--- src/rtl/sincf_pkg.sv ---
// constants for the third-order sinc decimation filter
// Functional notes
// - each output reflects the weighted sum over the latest order times ratio input bits.
// - first-order sum equals previous sum plus newest bit minus bit ratio ago.
// - integrators come before combs and accumulate input every sample clock.
// - last integrator is captured once every ratio samples; combs run at that rate.
// - each comb outputs current minus previous decimated input, one delay register.
// - first-order reduced section uses one accumulator and one comb delay register.
// - all integrators chained first, decimate at last one, then equal combs.
// - oversampling ratio fixed at 120 samples per output word.
// - order fixed at three: three integrators, decimator, three combs.
// - each result is a 16-bit word.
// - modulator sample clock between 0.5 and 6 MHz, output at most 50 kHz.
// - offset calibration stores result with shorted inputs, later subtracted from results.
// - output invalid until order times ratio bits entered, then valid every ratio; the code gives no valid word while calib_en is set.
package sincf_pkg;
   localparam int OVERSAMPLING_RATIO = 120;
   localparam int FILTER_ORDER = 3;
   localparam int OUT_WIDTH = 16;
   // 120^3 = 1728000 needs 21 bits
   localparam int ACC_WIDTH = 21;
   localparam int CNT_WIDTH = 7;
   localparam int FILL_WIDTH = 2;
   localparam logic [CNT_WIDTH-1:0] RATIO_LAST = 7'h77;
   localparam logic [FILL_WIDTH-1:0] FILL_DONE = 2'h2;
   localparam logic [OUT_WIDTH-1:0] OFFSET_RESET = 16'h0000;
   localparam int SAMPLE_CLK_MIN_KHZ = 500;
   localparam int SAMPLE_CLK_MAX_KHZ = 6000;
   localparam int OUT_RATE_MAX_KHZ = 50;
endpackage : sincf_pkg

--- src/rtl/sincf_comb.sv ---
// one comb differentiator stage at the decimated rate
`timescale 1ns/1ps
`default_nettype none
module sincf_comb #(
   parameter int WIDTH = 21
) (
   input wire logic core_clk,
   input wire logic rst,
   input wire logic dec_stb,
   input wire logic [WIDTH-1:0] din,
   output var logic [WIDTH-1:0] dout
);
   logic [WIDTH-1:0] delay_reg;
   logic [WIDTH-1:0] delay_next;
   logic [WIDTH-1:0] dout_next;

   always_comb
   begin
      delay_next = delay_reg;
      dout_next = dout;
      if (dec_stb)
      begin
         delay_next = din;
         dout_next = din - delay_reg;
      end
   end

   always_ff @(posedge core_clk or posedge rst)
   begin
      if (rst)
      begin
         delay_reg <= '0;
         dout <= '0;
      end
      else
      begin
         delay_reg <= delay_next;
         dout <= dout_next;
      end
   end
endmodule : sincf_comb
`default_nettype wire

--- src/rtl/sincf_filter.sv ---
// third-order sinc decimation filter, bitstream to 16-bit words
`timescale 1ns/1ps
`default_nettype none
module sincf_filter
   import sincf_pkg::*;
#(
   parameter int RATIO = sincf_pkg::OVERSAMPLING_RATIO,
   parameter int ORDER = sincf_pkg::FILTER_ORDER
) (
   input wire logic core_clk,
   input wire logic rst,
   input wire logic sample_stb,
   input wire logic bit_in,
   input wire logic calib_en,
   output var logic [sincf_pkg::OUT_WIDTH-1:0] result,
   output var logic result_valid,
   output var logic [sincf_pkg::OUT_WIDTH-1:0] offset_value
);
   import sincf_pkg::*;

   ////////////////////////////////////////////////////////////////////////////////
   // the datapath is sized for the fixed ratio and order only
   if (RATIO != OVERSAMPLING_RATIO || ORDER != FILTER_ORDER)
   begin : g_bad_param
      $error("sincf_filter supports only ratio 120 and order 3");
   end

   ////////////////////////////////////////////////////////////////////////////////
   // input synchronisers: the modulator is outside this clock domain
   logic stb_s1_reg;
   logic stb_s2_reg;
   logic stb_s3_reg;
   logic bit_s1_reg;
   logic bit_s2_reg;
   logic bit_s3_reg;
   logic cal_s1_reg;
   logic cal_s2_reg;
   logic sample_tick;

   always_ff @(posedge core_clk or posedge rst)
   begin
      if (rst)
      begin
         stb_s1_reg <= 1'b0;
         stb_s2_reg <= 1'b0;
         stb_s3_reg <= 1'b0;
         bit_s1_reg <= 1'b0;
         bit_s2_reg <= 1'b0;
         bit_s3_reg <= 1'b0;
         cal_s1_reg <= 1'b0;
         cal_s2_reg <= 1'b0;
      end
      else
      begin
         stb_s1_reg <= sample_stb;
         stb_s2_reg <= stb_s1_reg;
         stb_s3_reg <= stb_s2_reg;
         bit_s1_reg <= bit_in;
         bit_s2_reg <= bit_s1_reg;
         bit_s3_reg <= bit_s2_reg;
         cal_s1_reg <= calib_en;
         cal_s2_reg <= cal_s1_reg;
      end
   end

   // rising edge of the modulator clock; bit delayed to match
   // modulator clock must stay below core_clk/4 (0.5..6 MHz holds)
   assign sample_tick = stb_s2_reg & ~stb_s3_reg;

   ////////////////////////////////////////////////////////////////////////////////
   // integrator chain, ratio counter and fill tracking
   logic [ACC_WIDTH-1:0] integ_reg [FILTER_ORDER];
   logic [ACC_WIDTH-1:0] integ_next [FILTER_ORDER];
   logic [ACC_WIDTH-1:0] integ_in [FILTER_ORDER];
   logic [CNT_WIDTH-1:0] cnt_reg;
   logic [CNT_WIDTH-1:0] cnt_next;
   logic [FILL_WIDTH-1:0] fill_reg;
   logic [FILL_WIDTH-1:0] fill_next;
   logic dec_stb_reg;
   logic dec_stb_next;
   logic [ACC_WIDTH-1:0] dec_sample_reg;
   logic [ACC_WIDTH-1:0] dec_sample_next;
   logic primed_reg;
   logic primed_next;

   assign integ_in[0] = {{(ACC_WIDTH-1){1'b0}}, bit_s3_reg};

   for (genvar i = 0; i < FILTER_ORDER; i++)
   begin : g_integ
      if (i > 0)
      begin : g_link
         assign integ_in[i] = integ_next[i-1]; // newest sum, no lag between stages
      end
      // running sum, overflow wraps and cancels in the combs
      assign integ_next[i] = sample_tick ? integ_reg[i] + integ_in[i] : integ_reg[i];
      always_ff @(posedge core_clk or posedge rst)
      begin
         if (rst)
            integ_reg[i] <= '0;
         else
            integ_reg[i] <= integ_next[i];
      end
   end

   always_comb
   begin
      cnt_next = cnt_reg;
      fill_next = fill_reg;
      dec_stb_next = 1'b0;
      dec_sample_next = dec_sample_reg;
      primed_next = primed_reg;
      if (sample_tick)
      begin
         if (cnt_reg == RATIO_LAST)
         begin
            cnt_next = '0;
            dec_stb_next = 1'b1;
            // take the last integrator once per ratio samples
            dec_sample_next = integ_next[FILTER_ORDER-1];
            if (fill_reg == FILL_DONE)
               primed_next = 1'b1;
            else
               fill_next = fill_reg + 2'h1;
         end
         else
            cnt_next = cnt_reg + 7'h01;
      end
   end

   always_ff @(posedge core_clk or posedge rst)
   begin
      if (rst)
      begin
         cnt_reg <= '0;
         fill_reg <= '0;
         dec_stb_reg <= 1'b0;
         dec_sample_reg <= '0;
         primed_reg <= 1'b0;
      end
      else
      begin
         cnt_reg <= cnt_next;
         fill_reg <= fill_next;
         dec_stb_reg <= dec_stb_next;
         dec_sample_reg <= dec_sample_next;
         primed_reg <= primed_next;
      end
   end

   ////////////////////////////////////////////////////////////////////////////////
   // comb chain at the decimated rate; combined result is the windowed sum
   logic [ACC_WIDTH-1:0] comb_io [FILTER_ORDER+1];
   logic [FILTER_ORDER:0] comb_stb;
   logic [FILTER_ORDER-1:0] stb_pipe_reg;

   assign comb_io[0] = dec_sample_reg;
   // the strobe walks one comb stage per cycle, in step with the data
   assign comb_stb = {stb_pipe_reg, dec_stb_reg};

   always_ff @(posedge core_clk or posedge rst)
   begin
      if (rst)
         stb_pipe_reg <= '0;
      else
         stb_pipe_reg <= comb_stb[FILTER_ORDER-1:0];
   end

   for (genvar j = 0; j < FILTER_ORDER; j++)
   begin : g_comb
      sincf_comb #(
         .WIDTH(ACC_WIDTH)
      ) u_comb (
         .core_clk(core_clk),
         .rst(rst),
         .dec_stb(comb_stb[j]),
         .din(comb_io[j]),
         .dout(comb_io[j+1])
      );
   end

   ////////////////////////////////////////////////////////////////////////////////
   // scaling, offset correction, output
   // full scale 1728000 does not fit 16 bits; dropping five low bits gives 54000 at most
   logic [OUT_WIDTH-1:0] raw_word;
   logic [OUT_WIDTH-1:0] result_next;
   logic result_valid_next;
   logic [OUT_WIDTH-1:0] offset_next;

   // no saturation needed, so the top code never clips
   assign raw_word = comb_io[FILTER_ORDER][ACC_WIDTH-1:ACC_WIDTH-OUT_WIDTH];

   always_comb
   begin
      result_next = result;
      result_valid_next = 1'b0;
      offset_next = offset_value;
      if (comb_stb[FILTER_ORDER] && primed_reg)
      begin
         if (cal_s2_reg)
            offset_next = raw_word;
         else
         begin
            result_next = raw_word - offset_value;
            result_valid_next = 1'b1;
         end
      end
   end

   always_ff @(posedge core_clk or posedge rst)
   begin
      if (rst)
      begin
         result <= '0;
         result_valid <= 1'b0;
         offset_value <= OFFSET_RESET;
      end
      else
      begin
         result <= result_next;
         result_valid <= result_valid_next;
         offset_value <= offset_next;
      end
   end
endmodule : sincf_filter
`default_nettype wire

--- config.mk ---
export PLATFORM = sky130hd
export DESIGN_NAME = sincf_filter
export DESIGN_NICKNAME = d
export VERILOG_FILES = /design/src/rtl/sincf_pkg.sv /design/src/rtl/sincf_comb.sv /design/src/rtl/sincf_filter.sv
export SDC_FILE = /design/constraint.sdc
export NUM_CORES = 1
export LEC_CHECK = 0
export ABC_AREA = 1
export BUFFER_PORTS_ARGS = -buffer_cell sky130_fd_sc_hd__buf_2
export CAP_MARGIN = 20
export CORE_AREA = 2 2 204 126
export DETAILED_ROUTE_END_ITERATION = 8
export DIE_AREA = 0 0 206 128
export GPL_ROUTABILITY_DRIVEN = 0
export PLACE_DENSITY = 0.8
export SLEW_MARGIN = 30
export SYNTH_ARGS = -nofsm -noshare
export SYNTH_HDL_FRONTEND = slang
export SYNTH_SLANG_ARGS = --single-unit
--- constraint.sdc ---
create_clock -name core_clk -period 10.96 [get_ports core_clk]
set_clock_uncertainty 0.1 [all_clocks]
set_input_delay 0.548 -clock core_clk [delete_from_list [all_inputs] [get_ports core_clk]]
set_output_delay 0.548 -clock core_clk [all_outputs]
set_load 0.02 [all_outputs]
==> impl_metrics.sql <==
INSERT INTO impl_metrics (metric_group, metric, value, unit) VALUES
('layout', 'fillerInstances', '1958', ''),
('critical_path', 'setup.worst_path.end_class', 'register', ''),
('floorplanning', 'std_cell_rows', '45', ''),
('clocking', 'cts-buffers-inserted', '26', ''),
('synthesis', 'mappedNetlistArea', '15390', 'um2'),
('clocking', 'post_cts_hold_buffer_count', '2', ''),
('critical_path', 'worst-path-max-fanout', '59', ''),
('clocking', 'cts_sinks', '260', ''),
('critical_path', 'crit_required', '11.29', 'ns'),
('synthesis', 'synth.ff_latch_count', '260', ''),
('synthesis', 'number_of_synthesized_flops_with_an_enable_pin', '0', ''),
('routing', 'drt_iter0_drc', '1435', ''),
('place', 'numPortBuffers', '37', ''),
('layout', 'layout.cells.most_common', 'sky130_fd_sc_hd__nand2_1', ''),
('synthesis', 'synth.area.mux_share', '0.003251', ''),
('floorplanning', 'core-area', '24660', 'um2'),
('synthesis', 'asyncSetResetFlopFracSynth', '1.000', ''),
('synthesis', 'yosys.cell_types.count', '50', ''),
('timing', 'layout_min_cycle_time', '5.566', 'ns'),
('critical_path', 'worst-setup-path-type', 'register to register', ''),
('routing', 'vias_per_cell', '5.710', ''),
('synthesis', 'yosys.area_share.adder', '0.1032', ''),
('clocking', 'worstSkewPairLatency', '0.54', 'ns'),
('routing', 'detailed_route_drc_error_count', '0', ''),
('clocking', 'cts-root-buf', 'sky130_fd_sc_hd__clkbuf_16', ''),
('critical_path', 'cp-start-kind', 'register', ''),
('global_route', 'global_route_wire_length_before_repair', '60.45', 'mm'),
('synthesis', 'share_of_the_synthesized_netlist_area_taken_by_xor_and_xnor_gates', '0.04153', ''),
('layout', 'share_of_cells_above_drive_strength_1', '0.07501', ''),
('synthesis', 'synthSimpleGateAreaFrac', '0.2046', ''),
('layout', 'synthToLayoutAreaGrowth', '9.591', '%'),
('layout', 'antenna_cells', '0', ''),
('layout', 'layout.area.seq', '6510', 'um2'),
('global_route', 'via_count_of_the_first_global_routing_pass', '12030', ''),
('routing', 'residual_antenna_violating_net_count_after_detailed_routing', '0', ''),
('routing', 'detailroute.via_count', '13150', ''),
('synthesis', 'synth_sequential_area_ratio', '0.4226', ''),
('timing', 'max-slew-margin-rel', '0.4688', ''),
('global_route', 'antenna_found_initial', '0', ''),
('timing', 'finalSetupViolCount', '0', ''),
('min_path', 'worst_hold_path_type', 'primary input to register', ''),
('routing', 'wl_per_cell', '15.81', 'um'),
('place', 'place_hpwl', '26.84', 'mm'),
('timing', 'worstMarginPinSlew', '0.7939', 'ns'),
('floorplanning', 'dieWidth', '206', 'um'),
('layout', 'fin_cells', '2302', ''),
('flow_run', 'cap_violations', '0', ''),
('critical_path', 'cp_slowest_stage_delay', '0.53', 'ns'),
('global_route', 'grt_overflow_total', '0', ''),
('synthesis', 'synth_fp_nets', '2048', ''),
('floorplanning', 'die_height', '128', 'um'),
('global_route', 'grt_util_all_layers', '0.2845', ''),
('power_and_ir_drop', 'power.static_leakage', '8.630', 'nW'),
('routing', 'firstDrtPassIters', '5', ''),
('layout', 'mostFrequentLayoutCells', 'sky130_fd_sc_hd__nand2_1, sky130_fd_sc_hd__dfrtp_1, sky130_fd_sc_hd__inv_1, sky130_fd_sc_hd__o21ai_0, sky130_fd_sc_hd__a21oi_1', ''),
('timing', 'final_max_slew_viol_count', '0', ''),
('power_and_ir_drop', 'power_density', '165.6', 'nW/um2'),
('critical_path', 'cpLargestDelayFamily', 'compound AO/OA/AOI/OAI gates', ''),
('layout', 'layout.nets', '2082', ''),
('outcome', 'status', 'complete, no violations', ''),
('synthesis', 'post_synth_inst_count', '1919', ''),
('timing', 'portion_of_the_clock_cycle_consumed_by_the_worst_path_in_the_final_layout', '0.5078', ''),
('synthesis', 'dominant_combinational_cell_family_by_area_after_synthesis', 'simple AND/OR/NAND/NOR gates', ''),
('clocking', 'worst_setup_hold_path_clk_slew', '0.06', 'ns'),
('timing', 'setup_tns', '0', 'ns'),
('power_and_ir_drop', 'vdd_drop_max', '0.0001330', 'V'),
('clocking', 'cts_max_level', '1', ''),
('floorplanning', 'starting_density', '0.6243', ''),
('floorplanning', 'floorplan.io_pins', '38', ''),
('synthesis', 'most_used_flip_flop_cell_after_synthesis', 'sky130_fd_sc_hd__dfrtp_1', ''),
('timing', 'timing_hold_violations_final', '0', '');
[area by class of cell]
| type | count | area share |
|---|---|---|
| flip-flops and latches | 260 | 0.3859 |
| clock inverters | 16 | 0.01305 |
| multi-input cells | 1376 | 0.4635 |
| clock buffers | 32 | 0.04294 |
| repair buffers | 46 | 0.01572 |
| well taps | 329 | 0.02440 |
| inverters | 243 | 0.05451 |
[synth_stat cells (2+ instances only)]
cell	instances	share of area
sky130_fd_sc_hd__o221ai_1	2	0.0011
sky130_fd_sc_hd__a31o_2	5	0.0028
sky130_fd_sc_hd__or2_1	6	0.0024
sky130_fd_sc_hd__inv_2	8	0.0020
sky130_fd_sc_hd__clkbuf_1	34	0.0083
sky130_fd_sc_hd__a31oi_1	40	0.016
sky130_fd_sc_hd__nor4_1	12	0.0049
sky130_fd_sc_hd__or2_2	13	0.0053
sky130_fd_sc_hd__o21ai_0	185	0.060
sky130_fd_sc_hd__o22ai_1	3	0.0012
sky130_fd_sc_hd__xnor2_1	34	0.019
sky130_fd_sc_hd__a21boi_0	2	0.00098
sky130_fd_sc_hd__o21ai_1	19	0.0062
sky130_fd_sc_hd__nand2_4	2	0.0015
sky130_fd_sc_hd__nand4_1	28	0.011
sky130_fd_sc_hd__xor2_1	39	0.022
sky130_fd_sc_hd__ha_1	119	0.097
sky130_fd_sc_hd__dfrtp_1	260	0.42
sky130_fd_sc_hd__inv_1	230	0.056
sky130_fd_sc_hd__nor2_2	6	0.0024
sky130_fd_sc_hd__mux2i_1	5	0.0033
sky130_fd_sc_hd__nand2_1	431	0.11
sky130_fd_sc_hd__clkinv_1	5	0.0012
sky130_fd_sc_hd__a211oi_1	8	0.0039
sky130_fd_sc_hd__a21o_1	9	0.0044
sky130_fd_sc_hd__o211ai_1	8	0.0039
sky130_fd_sc_hd__nand3_1	79	0.026
sky130_fd_sc_hd__a21oi_1	130	0.042
sky130_fd_sc_hd__nand2_2	10	0.0041
sky130_fd_sc_hd__o21bai_1	7	0.0034
sky130_fd_sc_hd__fa_1	5	0.0065
sky130_fd_sc_hd__and2_1	3	0.0012
sky130_fd_sc_hd__buf_1	4	0.00098
sky130_fd_sc_hd__nand3b_1	2	0.00098
sky130_fd_sc_hd__o31ai_1	7	0.0034
sky130_fd_sc_hd__nor2_1	127	0.031
sky130_fd_sc_hd__a21oi_2	3	0.0017
sky130_fd_sc_hd__nor3_1	15	0.0049
sky130_fd_sc_hd__o21ai_2	3	0.0017
[cell families (layout without fill, tap and decap cells)]
| logic type | count (synthesis) | in the layout |
|---|---|---|
| XOR/XNOR | 73 | 73 |
| flip-flops | 260 | 260 |
| multiplexers | 5 | 5 |
| adder cells (fa/ha/maj) | 124 | 124 |
| AND/OR/NAND/NOR | 740 | 740 |
| AO/OA/AOI/OAI | 434 | 434 |
| buffers and inverters | 283 | 337 |
[final timing paths]
check / depth (start not counted) / end / slack [ns] / start
worst max-delay path: 24 / dec_sample_reg[17] / 5.39 / stb_s3_reg
worst min-delay path: 1 / bit_s1_reg / 0.03 / bit_in
worst max register to register: 24 / dec_sample_reg[17] / 5.39 / stb_s3_reg
worst min register to register: 0 / cal_s2_reg / 0.25 / cal_s1_reg
max in group asynchronous: 4 / g_comb[0].u_comb.dout[7] / 8.92 / rst
min in group asynchronous: 2 / cal_s1_reg / 0.08 / rst
[routing by layer]
| layer | vias up | routed length (um) | GRT usage |
|---|---|---|---|
| li1 | 6476 | - | - |
| met1 | 6099 | 18500 | 0.4647 |
| met2 | 521 | 14120 | 0.3916 |
| met3 | 49 | 3204 | 0.05287 |
| met4 | 0 | 556 | 0.05336 |
| met5 | - | 0 | 0 |
[worst reg2reg max path, delay by kind of cell (launching register included)]
kind	cells	cell delay (ns)
adders and majority gates	2	0.76
xor gates and xnor gates	2	0.38
buffers and inverters	4	0.91
and+or+nand+nor	7	1.18
DFF	1	0.36
AOI/OAI and AO/OA	9	1.76
[metrics by stage]
| step | instance area (um2) | power [mW] | util | worst slack (ns) |
|---|---|---|---|---|
| 2_1_floorplan | 15390 | 1.635 | - | 3.157 |
| 3_3_place_gp | 15890 | 1.778 | 0.6444 | 5.731 |
| 3_5_place_dp | 15900 | 1.805 | 0.6446 | 5.596 |
| 4_1_cts | 16860 | 2.789 | 0.6837 | 5.520 |
| 5_1_grt | 16870 | 2.947 | 0.6841 | 4.847 |
| 6_report | 16870 | 2.794 | 0.6841 | 5.394 |
[power by group]
| group | internal (mW) | switching, mW |
|---|---|---|
| sequential | 1.04 | 0.0601 |
| combinational | 0.254 | 0.471 |
| clock | 0.588 | 0.386 |
| total | 1.88 | 0.917 |
Power figures use the tool's default switching activity.
